[src/common/trigger_info_link_defines.svh]
// Constants for the trigger information uplink channel: message layout,
// stream sideband positions, buffer depths and the default chunk threshold.
// Assumes it is included by its bare name from the design files.
`ifndef TRIGGER_INFO_LINK_DEFINES_SVH
`define TRIGGER_INFO_LINK_DEFINES_SVH

`define TIL_MSG_BYTES 26
`define TIL_MSG_BITS 208
`define TIL_MSG_PAD_BITS 224
`define TIL_WORD_BITS 32
`define TIL_KEEP_BITS 4
`define TIL_USER_BITS 4
`define TIL_MSG_WORDS 7
`define TIL_LAST_WORD 3'h6
`define TIL_FULL_KEEP 4'hF
`define TIL_LAST_KEEP 4'h3
`define TIL_TRUNC_BIT 3
`define TIL_CNT_BITS 48
`define TIL_MSG_FIFO_DEPTH 16
`define TIL_OUT_FIFO_DEPTH 8
`define TIL_CHUNK_THRESHOLD_SIZE 7

`endif

[src/common/trigger_info_link_pkg.sv]
// Types shared by the trigger information uplink channel.
// Assumes nothing beyond a SystemVerilog compiler.
package trigger_info_link_pkg;

  // Serialiser states: waiting for a message, or sending its words.
  typedef enum logic {
    SER_IDLE,
    SER_SEND
  } ser_state_t;

endpackage

[src/rtl/stream_fifo.sv]
// Synchronous FIFO with valid and ready on both sides and a fill count.
// Assumes one clock and a synchronous active-high reset.
`timescale 1ns/1ps
module stream_fifo #(
  parameter int unsigned WIDTH = 8,
  parameter int unsigned DEPTH = 8
) (
  input wire logic sys_clk_i,
  input wire logic reset_i,
  input wire logic in_valid_i,
  output logic in_ready_o,
  input wire logic [WIDTH-1:0] in_data_i,
  output logic out_valid_o,
  input wire logic out_ready_i,
  output logic [WIDTH-1:0] out_data_o,
  output logic [$clog2(DEPTH+1)-1:0] count_o
);
  localparam int unsigned AW = (DEPTH > 1) ? $clog2(DEPTH) : 1;
  localparam int unsigned CW = $clog2(DEPTH+1);

  logic [WIDTH-1:0] mem [DEPTH];
  logic [AW-1:0] wr_q;
  logic [AW-1:0] wr_d;
  logic [AW-1:0] rd_q;
  logic [AW-1:0] rd_d;
  logic [CW-1:0] count_q;
  logic [CW-1:0] count_d;
  logic push;
  logic pop;

  // Full and empty come straight from the count, so they are never stale.
  assign in_ready_o = (count_q != CW'(DEPTH));
  assign out_valid_o = (count_q != '0);
  assign out_data_o = mem[rd_q];
  assign count_o = count_q;
  assign push = in_valid_i && in_ready_o;
  assign pop = out_valid_o && out_ready_i;

  // Pointer and count update; pointers wrap at the depth, not a power of two.
  always_comb begin
    wr_d = wr_q;
    rd_d = rd_q;
    count_d = count_q;
    if (push) begin
      wr_d = (wr_q == AW'(DEPTH-1)) ? '0 : wr_q + 1'b1;
    end
    if (pop) begin
      rd_d = (rd_q == AW'(DEPTH-1)) ? '0 : rd_q + 1'b1;
    end
    if (push && !pop) begin
      count_d = count_q + 1'b1;
    end else if (pop && !push) begin
      count_d = count_q - 1'b1;
    end
  end

  // Storage needs no reset; only the pointers and the count define what is valid.
  always_ff @(posedge sys_clk_i) begin
    if (push) begin
      mem[wr_q] <= in_data_i;
    end
    if (reset_i) begin
      wr_q <= '0;
      rd_q <= '0;
      count_q <= '0;
    end else begin
      wr_q <= wr_d;
      rd_q <= rd_d;
      count_q <= count_d;
    end
  end
endmodule

[src/rtl/trigger_info_link.sv]
// Trigger information uplink channel: turns each accept record that finds room in
// the message FIFO into a 26-byte message and streams it out as 32-bit words with byte enables.
// Assumes the record source sits on the same clock and pulses its ready
// input for one cycle per accept, and that the stream sink obeys tready.
`timescale 1ns/1ps
`include "trigger_info_link_defines.svh"
module trigger_info_link #(
  parameter int unsigned CHUNK_THRESHOLD_SIZE = `TIL_CHUNK_THRESHOLD_SIZE
) (
  input wire logic sys_clk_i,
  input wire logic reset_i,
  input wire logic enable_i,
  input wire logic [7:0] format_byte_i,
  input wire logic [7:0] length_byte_i,
  input wire logic [3:0] reserved0_i,
  input wire logic [11:0] bunch_crossing_number_i,
  input wire logic [7:0] extended_event_number_i,
  input wire logic [23:0] event_number_i,
  input wire logic [31:0] orbit_i,
  input wire logic [15:0] trigger_type_i,
  input wire logic [15:0] reserved1_i,
  input wire logic [31:0] level_zero_identifier_i,
  input wire logic record_ready_i,
  output logic [`TIL_WORD_BITS-1:0] m_axis_tdata_o,
  output logic [`TIL_KEEP_BITS-1:0] m_axis_tkeep_o,
  output logic [`TIL_USER_BITS-1:0] m_axis_tuser_o,
  output logic m_axis_tlast_o,
  output logic m_axis_tvalid_o,
  input wire logic m_axis_tready_i,
  output logic m_axis_prog_empty_o
);
  // Message FIFO entry: the padded message plus one truncation marker.
  localparam int unsigned MSG_ENTRY_BITS = `TIL_MSG_PAD_BITS + 1;
  // Output FIFO entry: data, keep, user and last.
  localparam int unsigned OUT_ENTRY_BITS =
    `TIL_WORD_BITS + `TIL_KEEP_BITS + `TIL_USER_BITS + 1;
  localparam int unsigned MSG_CW = $clog2(`TIL_MSG_FIFO_DEPTH + 1);
  localparam int unsigned OUT_CW = $clog2(`TIL_OUT_FIFO_DEPTH + 1);

  // ------------------------------------------------------------------
  // Input register stage.
  // ------------------------------------------------------------------
  logic enable_q;
  logic enable_d;
  logic ready_q;
  logic ready_d;
  logic [7:0] format_q;
  logic [7:0] format_d;
  logic [7:0] length_q;
  logic [7:0] length_d;
  logic [3:0] res0_q;
  logic [3:0] res0_d;
  logic [11:0] bcn_q;
  logic [11:0] bcn_d;
  logic [7:0] xevt_q;
  logic [7:0] xevt_d;
  logic [23:0] evt_q;
  logic [23:0] evt_d;
  logic [31:0] orbit_q;
  logic [31:0] orbit_d;
  logic [15:0] ttype_q;
  logic [15:0] ttype_d;
  logic [15:0] res1_q;
  logic [15:0] res1_d;
  logic [31:0] level_zero_identifier_q;
  logic [31:0] level_zero_identifier_d;

  // Every record field and the enable pass one register before use, so the
  // message is built from a stable copy taken on the trigger cycle.
  always_comb begin
    enable_d = enable_i;
    ready_d = record_ready_i;
    format_d = format_byte_i;
    length_d = length_byte_i;
    res0_d = reserved0_i;
    bcn_d = bunch_crossing_number_i;
    xevt_d = extended_event_number_i;
    evt_d = event_number_i;
    orbit_d = orbit_i;
    ttype_d = trigger_type_i;
    res1_d = reserved1_i;
    level_zero_identifier_d = level_zero_identifier_i;
  end

  // Only the control bits need a reset value; the fields are qualified
  // by the ready bit.
  always_ff @(posedge sys_clk_i) begin
    if (reset_i) begin
      enable_q <= 1'b0;
      ready_q <= 1'b0;
    end else begin
      enable_q <= enable_d;
      ready_q <= ready_d;
    end
    format_q <= format_d;
    length_q <= length_d;
    res0_q <= res0_d;
    bcn_q <= bcn_d;
    xevt_q <= xevt_d;
    evt_q <= evt_d;
    orbit_q <= orbit_d;
    ttype_q <= ttype_d;
    res1_q <= res1_d;
    level_zero_identifier_q <= level_zero_identifier_d;
  end

  // ------------------------------------------------------------------
  // Trigger, accept counter and message assembly.
  // ------------------------------------------------------------------
  logic trigger;
  logic [`TIL_CNT_BITS-1:0] accept_cnt_q;
  logic [`TIL_CNT_BITS-1:0] accept_cnt_d;
  logic trunc_pend_q;
  logic trunc_pend_d;
  logic [`TIL_MSG_BITS-1:0] msg_be;
  logic [`TIL_MSG_PAD_BITS-1:0] msg_pad;
  logic [MSG_ENTRY_BITS-1:0] msg_entry;
  logic msg_in_ready;
  logic msg_out_valid;
  logic msg_out_ready;
  logic [MSG_ENTRY_BITS-1:0] msg_out_data;

  // A ready pulse is a trigger only while the channel is enabled; the
  // source pulses once per accept, so each high cycle is one event.
  assign trigger = ready_q && enable_q;

  // Fields in wire order, most significant byte of each field first.
  // There is no event counter reset input of its own; the counter clears
  // only with reset_i, so it counts every trigger since the last reset.
  assign msg_be = {format_q, length_q,
                   res0_q, bcn_q,
                   xevt_q, evt_q,
                   orbit_q,
                   ttype_q, res1_q,
                   level_zero_identifier_q,
                   accept_cnt_q};

  // Byte k of the message goes to bits 8k+7..8k, so the lowest byte lands
  // in the least significant lane; the padding bytes are zero.
  always_comb begin
    msg_pad = '0;
    for (int k = 0; k < `TIL_MSG_BYTES; k++) begin
      msg_pad[8*k +: 8] = msg_be[`TIL_MSG_BITS-1-8*k -: 8];
    end
  end

  // The marker tells the consumer that one or more events before this
  // message were dropped.
  assign msg_entry = {trunc_pend_q, msg_pad};

  // Every trigger counts, dropped or not, so a gap in the counter shows
  // the loss. A drop arms the marker; the next stored message carries it.
  // A drop and a store never share a cycle, so no set/clear race exists.
  always_comb begin
    accept_cnt_d = accept_cnt_q;
    trunc_pend_d = trunc_pend_q;
    if (trigger) begin
      accept_cnt_d = accept_cnt_q + 1'b1;
      if (msg_in_ready) begin
        trunc_pend_d = 1'b0;
      end else begin
        trunc_pend_d = 1'b1;
      end
    end
  end

  // Counter and marker registers.
  always_ff @(posedge sys_clk_i) begin
    if (reset_i) begin
      accept_cnt_q <= '0;
      trunc_pend_q <= 1'b0;
    end else begin
      accept_cnt_q <= accept_cnt_d;
      trunc_pend_q <= trunc_pend_d;
    end
  end

  // Whole messages are stored in one write, which is what lets a trigger
  // be taken on every cycle until sixteen are waiting.
  stream_fifo #(
    .WIDTH(MSG_ENTRY_BITS),
    .DEPTH(`TIL_MSG_FIFO_DEPTH)
  ) u_msg_fifo (
    .sys_clk_i(sys_clk_i),
    .reset_i(reset_i),
    .in_valid_i(trigger),
    .in_ready_o(msg_in_ready),
    .in_data_i(msg_entry),
    .out_valid_o(msg_out_valid),
    .out_ready_i(msg_out_ready),
    .out_data_o(msg_out_data),
    .count_o()
  );

  // ------------------------------------------------------------------
  // Serialiser: one message into seven stream words.
  // ------------------------------------------------------------------
  trigger_info_link_pkg::ser_state_t ser_state_q;
  trigger_info_link_pkg::ser_state_t ser_state_d;
  logic [2:0] word_q;
  logic [2:0] word_d;
  logic [MSG_ENTRY_BITS-1:0] cur_q;
  logic [MSG_ENTRY_BITS-1:0] cur_d;
  logic ser_valid;
  logic ser_ready;
  logic ser_last;
  logic [`TIL_WORD_BITS-1:0] ser_data;
  logic [`TIL_KEEP_BITS-1:0] ser_keep;
  logic [`TIL_USER_BITS-1:0] ser_user;
  logic [OUT_ENTRY_BITS-1:0] ser_entry;

  // Word fields; the last word holds bytes 24 and 25 only.
  always_comb begin
    ser_valid = (ser_state_q == trigger_info_link_pkg::SER_SEND);
    ser_last = (word_q == `TIL_LAST_WORD);
    ser_data = cur_q[`TIL_WORD_BITS*word_q +: `TIL_WORD_BITS];
    ser_keep = ser_last ? `TIL_LAST_KEEP : `TIL_FULL_KEEP;
    ser_user = '0;
    ser_user[`TIL_TRUNC_BIT] = cur_q[MSG_ENTRY_BITS-1];
  end

  assign ser_entry = {ser_data, ser_keep, ser_user, ser_last};

  // Next message is fetched while the last word leaves, so messages flow
  // back to back when the output side keeps up.
  always_comb begin
    ser_state_d = ser_state_q;
    word_d = word_q;
    cur_d = cur_q;
    msg_out_ready = 1'b0;
    case (ser_state_q)
      trigger_info_link_pkg::SER_IDLE: begin
        if (msg_out_valid) begin
          msg_out_ready = 1'b1;
          cur_d = msg_out_data;
          word_d = '0;
          ser_state_d = trigger_info_link_pkg::SER_SEND;
        end
      end
      trigger_info_link_pkg::SER_SEND: begin
        if (ser_ready) begin
          if (ser_last) begin
            word_d = '0;
            if (msg_out_valid) begin
              msg_out_ready = 1'b1;
              cur_d = msg_out_data;
            end else begin
              ser_state_d = trigger_info_link_pkg::SER_IDLE;
            end
          end else begin
            word_d = word_q + 1'b1;
          end
        end
      end
      default: begin
        ser_state_d = trigger_info_link_pkg::SER_IDLE;
        word_d = '0;
      end
    endcase
  end

  // Serialiser registers.
  always_ff @(posedge sys_clk_i) begin
    if (reset_i) begin
      ser_state_q <= trigger_info_link_pkg::SER_IDLE;
      word_q <= '0;
      cur_q <= '0;
    end else begin
      ser_state_q <= ser_state_d;
      word_q <= word_d;
      cur_q <= cur_d;
    end
  end

  // ------------------------------------------------------------------
  // Output FIFO and registered stream port.
  // ------------------------------------------------------------------
  logic out_fifo_valid;
  logic out_fifo_ready;
  logic [OUT_ENTRY_BITS-1:0] out_fifo_data;
  logic [OUT_CW-1:0] out_fifo_count;

  // A stalled sink fills this FIFO, which stalls the serialiser, which in
  // turn backs up the message FIFO until triggers are dropped.
  stream_fifo #(
    .WIDTH(OUT_ENTRY_BITS),
    .DEPTH(`TIL_OUT_FIFO_DEPTH)
  ) u_out_fifo (
    .sys_clk_i(sys_clk_i),
    .reset_i(reset_i),
    .in_valid_i(ser_valid),
    .in_ready_o(ser_ready),
    .in_data_i(ser_entry),
    .out_valid_o(out_fifo_valid),
    .out_ready_i(out_fifo_ready),
    .out_data_o(out_fifo_data),
    .count_o(out_fifo_count)
  );

  logic tvalid_q;
  logic tvalid_d;
  logic [`TIL_WORD_BITS-1:0] tdata_q;
  logic [`TIL_WORD_BITS-1:0] tdata_d;
  logic [`TIL_KEEP_BITS-1:0] tkeep_q;
  logic [`TIL_KEEP_BITS-1:0] tkeep_d;
  logic [`TIL_USER_BITS-1:0] tuser_q;
  logic [`TIL_USER_BITS-1:0] tuser_d;
  logic tlast_q;
  logic tlast_d;
  logic prog_empty_q;
  logic prog_empty_d;
  logic [OUT_CW:0] buffered;

  // The port register refills whenever it is empty or being taken, so a
  // steady tready gives one word per cycle.
  assign out_fifo_ready = !tvalid_q || m_axis_tready_i;

  // Stream holds its word stable while tvalid is high and tready low.
  always_comb begin
    tvalid_d = tvalid_q;
    tdata_d = tdata_q;
    tkeep_d = tkeep_q;
    tuser_d = tuser_q;
    tlast_d = tlast_q;
    if (out_fifo_ready) begin
      tvalid_d = out_fifo_valid;
      if (out_fifo_valid) begin
        {tdata_d, tkeep_d, tuser_d, tlast_d} = out_fifo_data;
      end
    end
  end

  // Words held in the FIFO plus the one on the port; the flag drops once
  // a full chunk is waiting.
  assign buffered = {1'b0, out_fifo_count} + {{OUT_CW{1'b0}}, tvalid_q};
  assign prog_empty_d = (32'(buffered) < CHUNK_THRESHOLD_SIZE);

  // Port registers; outputs come straight from these.
  always_ff @(posedge sys_clk_i) begin
    if (reset_i) begin
      tvalid_q <= 1'b0;
      tdata_q <= '0;
      tkeep_q <= '0;
      tuser_q <= '0;
      tlast_q <= 1'b0;
      prog_empty_q <= 1'b1;
    end else begin
      tvalid_q <= tvalid_d;
      tdata_q <= tdata_d;
      tkeep_q <= tkeep_d;
      tuser_q <= tuser_d;
      tlast_q <= tlast_d;
      prog_empty_q <= prog_empty_d;
    end
  end

  // Stream side shares the single system clock and reset.
  assign m_axis_tvalid_o = tvalid_q;
  assign m_axis_tdata_o = tdata_q;
  assign m_axis_tkeep_o = tkeep_q;
  assign m_axis_tuser_o = tuser_q;
  assign m_axis_tlast_o = tlast_q;
  assign m_axis_prog_empty_o = prog_empty_q;
endmodule

[config.mk]
export PLATFORM = sky130hd
export DESIGN_NAME = trigger_info_link
export DESIGN_NICKNAME = d
export VERILOG_FILES = /design/src/common/trigger_info_link_pkg.sv /design/src/rtl/stream_fifo.sv /design/src/rtl/trigger_info_link.sv
export VERILOG_INCLUDE_DIRS = /design/src /design/src/common
export SDC_FILE = /design/constraint.sdc
export NUM_CORES = 2
export LEC_CHECK = 0
export BUFFER_PORTS_ARGS = -buffer_cell sky130_fd_sc_hd__buf_2
export CORE_AREA = 2 2 618 620
export DETAILED_ROUTE_END_ITERATION = 16
export DIE_AREA = 0 0 620 622
export GPL_ROUTABILITY_DRIVEN = 1
export PLACE_DENSITY = 0.6
export SLEW_MARGIN = 20
export SYNTH_ARGS = -nofsm -noshare
export SYNTH_HDL_FRONTEND = slang
export SYNTH_SLANG_ARGS = --single-unit
[constraint.sdc]
create_clock -name sys_clk_i -period 27.8 [get_ports sys_clk_i]
set_clock_uncertainty 0.05 [all_clocks]
set_input_delay 2.78 -clock sys_clk_i [delete_from_list [all_inputs] [get_ports sys_clk_i]]
set_output_delay 2.78 -clock sys_clk_i [all_outputs]
set_load 0.02 [all_outputs]
* Word-level counts from Yosys, hierarchy flattened
Memory sizes are Yosys's and may differ from the RTL's. A register that Yosys moved wholly into a read port is not among the register bits. Cells that the tools add are included.
Storage, ports and cells: memories kept 2, memory bits (writable) 3648, output and inout bits 43, bits of input ports 165, bits in registers 469, logic and storage cells 105
Operators by class: reductions and logical operators 22, add/sub/neg operators 11, bitwise gates (word level) 1, magnitude comparators 1, mux-type cells 31, equality and inequality tests 10, shifts and indexed selects 1
Memory list:
- u_msg_fifo.mem | depth 16, width 209, read ports 1, clocked after memory_dff 1, write ports 1, line stream_fifo.sv:21 | logic [WIDTH-1:0] mem [DEPTH];
- u_out_fifo.mem | depth 8, width 38, read ports 1, clocked after memory_dff 1, write ports 1, line stream_fifo.sv:21
Operators by type and width (count):
- $mux W225 | 3
- $pmux W225 S2 | 1
- $shiftx A225 B9 Y32 | 1
- $add A48 B1 Y48 const B | 1
- $mux W4 | 7
- $mux W3 | 5
- $add A4 B1 Y4 const B | 3
- $mux W1 | 10
- $mux W5 | 2
- $add A3 B1 Y3 const B | 3
- $eq A3 B3 Y1 const B | 3
- $logic_and A1 B1 Y1 | 9
- $eq A4 B4 Y1 const B | 2
- $ne A2 B1 Y1 const B | 3
- $pmux W3 S2 | 1
- $reduce_and A2 Y1 | 3
- $add A4 B1 Y5 | 1
- $add A5 B1 Y5 const B | 1
- $logic_not A1 Y1 | 5
- $lt A5 B3 Y1 const B | 1
- $ne A5 B5 Y1 const B | 1
- $reduce_bool A5 Y1 | 1
- $sub A5 B1 Y5 const B | 1
- $ne A4 B4 Y1 const B | 1
- 6 further kinds | 8

* Logic depth before layout (Yosys ltp)
word-level depth 9, mapped depth 12

* Hierarchy
From an unflattened synthesis, not the netlist that was laid out.
Unflattened totals: cell total of the unflattened synthesis 7962, area total of the unflattened synthesis 164788.0 um^2
Modules (own cells, without submodules):
- stream_fifo (u_msg_fifo) | times used 1, cells each 5600, area each 134921.9 um^2, seq. area each 108444.0 um^2
- trigger_info_link | times used 1, cells each 1813, area each 16605.9 um^2, seq. area each 9669.3 um^2
- stream_fifo (u_out_fifo) | times used 1, cells each 549, area each 13260.2 um^2, seq. area each 10109.7 um^2

* Least setup slack after synthesis
No wires, ideal clock.
path type reg-to-reg, start register u_msg_fifo.count_q[0], in the netlist u_msg_fifo.count_o[0], end memory u_msg_fifo.mem[0][0] (netlist bit), enable pin, arrival time 15261 ps, setup time 1033 ps, required time 26717 ps, clock period less this slack 16344 ps, stages on the path, launching flop included 5, path buffers 0, slack 11456 ps, cell sequence dfxtp_1 > nor4_1 > a21oi_1 > nand2_1 > nor3_1
On the way: word-level cells in the longest chain between the ends 4
RTL lines:
- start, declared | line stream_fifo.sv:26 | logic [CW-1:0] count_q;
- start signal, assigned | line stream_fifo.sv:69 | count_q <= count_d;
- $ne A5 B5 Y1 | line stream_fifo.sv:32 | assign in_ready_o = (count_q != CW'(DEPTH));
- $logic_and A1 B1 Y1 | line stream_fifo.sv:36 | assign push = in_valid_i && in_ready_o;
- net u_msg_fifo.push | line stream_fifo.sv:28 | logic push;
- $mux W1 | line stream_fifo.sv:59 | if (push) begin
- $mux W1 (implied by the code) | line stream_fifo.sv:60 | mem[wr_q] <= in_data_i;
- end, declared | line stream_fifo.sv:21
The timed path passes the listed nets, and every way through them passes these cells.

* Worst setup path after layout
start register ready_q, end memory u_msg_fifo.mem[0][161] (netlist bit), enable pin
On the way: word-level cells in the longest chain between the ends 4
RTL lines:
- start, declared | line trigger_info_link.sv:45 | logic ready_q;
- start signal, assigned | line trigger_info_link.sv:93 | ready_q <= ready_d;
- $logic_and A1 B1 Y1 | line trigger_info_link.sv:125 | assign trigger = ready_q && enable_q;
- $logic_and A1 B1 Y1 | line stream_fifo.sv:36
- net u_msg_fifo.push | line stream_fifo.sv:28
- $mux W1 | line stream_fifo.sv:59
- $mux W1 (implied by the code) | line stream_fifo.sv:60
The timed path passes the listed nets, and every way through them passes these cells.

==> flow_metrics.py <==
metrics = {
    "outcome": {
        "status": "complete, no violations",
    },
    "logic_synthesis": {
        "ys_seq_area_share_pct": 76.5,
        "synth-main-ff-cell": "edfxtp_1",
        "synth_common_cells": "edfxtp_1 (3624), mux4_2 (935), dfxtp_1 (489)",
        "yosys-top-cells-area": "edfxtp_1 (70%), mux4_2 (14%), dfxtp_1 (6.3%), mux2i_1 (1.9%), mux2_2 (1.6%)",
        "synth-seq-cells": 4113,
        "synth_cells": 7169,
        "async_reset_ff_share_pct": 0,
        "yosysTopAreaCellShare_pct": 70.2,
        "ys_warn_count": 0,
        "syn_area_per_cell_um2": 21.6,
        "synth_area_um2": 155000,
        "synth_most_common_cell": "edfxtp_1",
        "synth_top_cell_by_area": "edfxtp_1",
        "synth_edf_count": 3624,
        "yosysUniqueCellTypes": 70,
    },
    "grt": {
        "antenna_found_initial": 23,
        "first_global_vias": 76300,
        "grt_pass1_wl_mm": 566,
        "overflow": 0,
        "grt.total_usage_pct": 20.4,
        "grt_max_degree": 140,
    },
    "worst_hold_path": {
        "holdCritStartpoint": "m_axis_tdata_o[6]",
        "hold_class": "reg2reg",
    },
    "timing": {
        "finalMaxSlewViolations": 0,
        "relSlewSlack_pct": 15.8,
        "hold_viol_final": 0,
        "finalSetupViolCount": 0,
        "finalCritPeriodShare_pct": 19.4,
        "max_freq_mhz": 185,
        "fin_crit_ps": 5390,
        "rsz0062_at_grt": "no",
        "hold_slack_ps": 447,
        "worstMarginPinSlew_ps": 1230,
        "fin_setup_tns_ps": 0,
        "fin_ws_ps": 22410,
    },
    "floorplan": {
        "die_w_um": 620,
        "coreArea_um2": 378000,
        "dieArea_um2": 386000,
        "io_pins": 208,
        "die_y_um": 622,
        "start_util_pct": 41.0,
        "fp-row-count": 226,
    },
    "setup_path": {
        "crit_top_cell": "buf_4",
        "slowest_stage": "buf_4",
        "start_kind": "flip-flop",
        "critPathMaxFanout": 40,
        "worstPathArrival_ps": 5920,
        "cp_cell_sequence": "nand2_1 > a21oi_1 > nand2_1 > nor3_2 > buf_4 > buf_4 > buf_4 > buf_4",
        "crit_type": "reg2reg",
        "r2r_start": "ready_q",
        "worstPathRequired_ps": 28330,
        "crit_path_max_incr_delay_ps": 890,
        "cp-startpoint": "ready_q",
        "crit_path_end_kind": "flip-flop",
    },
    "clocking": {
        "holdBufCountCts": 0,
        "cts_setup_buffers": 0,
        "cts_sinks": 4113,
        "clk_pin_slew_ps": 60,
        "clkLatencyLatePin_ps": 1020,
        "ctsResizeCount": 0,
        "cts_tree": "built",
        "h-tree-depth": 5,
        "clockBufferDepth": 4,
        "numCtsBuffers": 414,
        "root_buffer": "clkbuf_16",
    },
    "detailed_routing": {
        "viasPerCell": 5.79,
        "routed_wl_mm": 400,
        "dr.pass1.iters": 5,
        "vias": 74700,
        "drc": 0,
        "drt_iter0_markers": 8509,
        "drtAntennaViolNets": 0,
        "post_drt_wl_per_cell_um": 31.0,
    },
    "flow_run": {
        "max_cap_viol_count": 0,
    },
    "finish": {
        "fin_nets": 7705,
        "drive_gt1_share_pct": 29.6,
        "area_growth_syn_to_layout_pct": 13.2,
    },
    "power": {
        "leakage_nw": 53.8,
        "p_per_area_nw_per_um2": 87.5,
        "ir_drop_uv": 130,
        "finalPower_mw": 15.4,
    },
    "place": {
        "post-place-ws_ps": 21500,
        "gp_congestion": 0.762,
        "dp_hpwl_mm": 211,
        "portBuffers": 204,
    },
}
[path summary, 6_finish.rpt]
| path | endpoint | slack, ps | cells after the start |
|---|---|---|---|
| hold reg to reg | m_axis_tdata_o[6] | 450 | 2 |
| hold / removal | m_axis_tdata_o[6] | 450 | 2 |
| setup reg to reg | u_msg_fifo.mem[0][161] | 22410 | 8 |
| setup / recovery | u_msg_fifo.mem[0][161] | 22410 | 8 |
[flip-flops by register name, summed over array words and instances (netlist names), 5 cells and up, named ones only]
signal / cells
format_q: 8
xevt_q: 8
evt_q: 24
u_out_fifo.mem: 280
res1_q: 16
bcn_q: 12
u_msg_fifo.count_o: 5
accept_cnt_q: 48
orbit_q: 32
level_zero_identifier_q: 32
u_msg_fifo.mem: 3344
length_q: 8
m_axis_tdata_o: 32
ttype_q: 16
cur_q: 209
[where the power goes]
| part | switching [mW] | internal (mW) | leakage (nW) |
|---|---|---|---|
| combinational | 1.63 | 1.04 | 10.4 |
| sequential | 0.226 | 6.99 | 36.8 |
| clock | 2.36 | 3.10 | 6.58 |
| total | 4.21 | 11.1 | 53.8 |
[worst max-delay path, delay by kind of cell (launching register included)]
family	cells	cell delay [ps]
flops	1	430
compound gates	1	660
simple gates	3	810
buf+inv	4	3010
[logic make-up (layout without fill, tap and decap cells)]
family          Yosys count  count (layout)  synth area share [%]
compound gates          370             370                  2.35
xor+xnor                 16              16                0.0904
fa+ha+maj                21              21                 0.179
buf+inv                 658            1366                  1.81
flops                  4113            4113                  76.5
mux                    1461            1461                  17.2
other cells               1              13               0.00242
simple gates            529             529                  1.90
[metal layers]
metal	up-vias	share of wire (%)	GRT usage, %
met5	-	0.010	0
met4	6	2.9	6.15
met3	529	6.6	2.90
met2	2768	48	33.2
met1	40700	42	28.8
li1	30700	-	-
[cell usage in the layout, fill, tap and decap left out, types with 8 or more instances in the layout]
master | netlist | layout
o221ai_1 | 88 | 88
clkbuf_16 | 0 | 417
nand4_1 | 226 | 226
buf_2 | 141 | 203
dfxtp_1 | 489 | 480
or2_2 | 11 | 11
xor2_1 | 9 | 9
nor4_1 | 16 | 14
nor2b_1 | 18 | 16
nor3_1 | 19 | 11
nor3_2 | 0 | 8
a21oi_1 | 50 | 50
nor2_4 | 1 | 18
nand2_1 | 40 | 39
o41ai_1 | 11 | 11
buf_4 | 9 | 139
o21ai_0 | 14 | 14
buf_12 | 0 | 21
mux4_2 | 935 | 935
o311ai_0 | 8 | 8
or3_1 | 10 | 10
edfxtp_1 | 3624 | 3624
o22ai_1 | 17 | 17
a211oi_1 | 35 | 35
ha_1 | 19 | 19
clkinv_8 | 0 | 9
inv_1 | 222 | 222
o221ai_2 | 120 | 120
clkbuf_1 | 210 | 105
bufinv_16 | 0 | 20
nor2_1 | 119 | 102
clkinv_2 | 0 | 90
diode_2 | 0 | 10
clkinvlp_4 | 0 | 10
clkinv_1 | 1 | 49
clkbuf_8 | 0 | 53
mux2i_1 | 301 | 299
nand3_1 | 22 | 22
mux2_2 | 224 | 224
[layout make-up]
cell class | instances | area [um^2]
Multi-Input combinational cell | 2400 | 33800
Clock inverter | 201 | 1820
Antenna cell | 10 | 25.0
Inverter | 224 | 841
Timing Repair Buffer | 366 | 2530
Sequential cell | 4113 | 119000
Clock buffer | 575 | 11600
Tap cell | 5016 | 6280
Fill cell | 31200 | 203000
[stage by stage]
step	cell area (um^2)	util [%]	instances
4_1_cts	175000	46.4	12900
3_5_place_dp	162000	42.8	12100
5_1_grt	176000	46.4	12900
3_3_place_gp	162000	42.8	12100
6_report	176000	46.4	12900
2_1_floorplan	155000	-	7171
No activity file was read; power rests on OpenSTA's default activity.
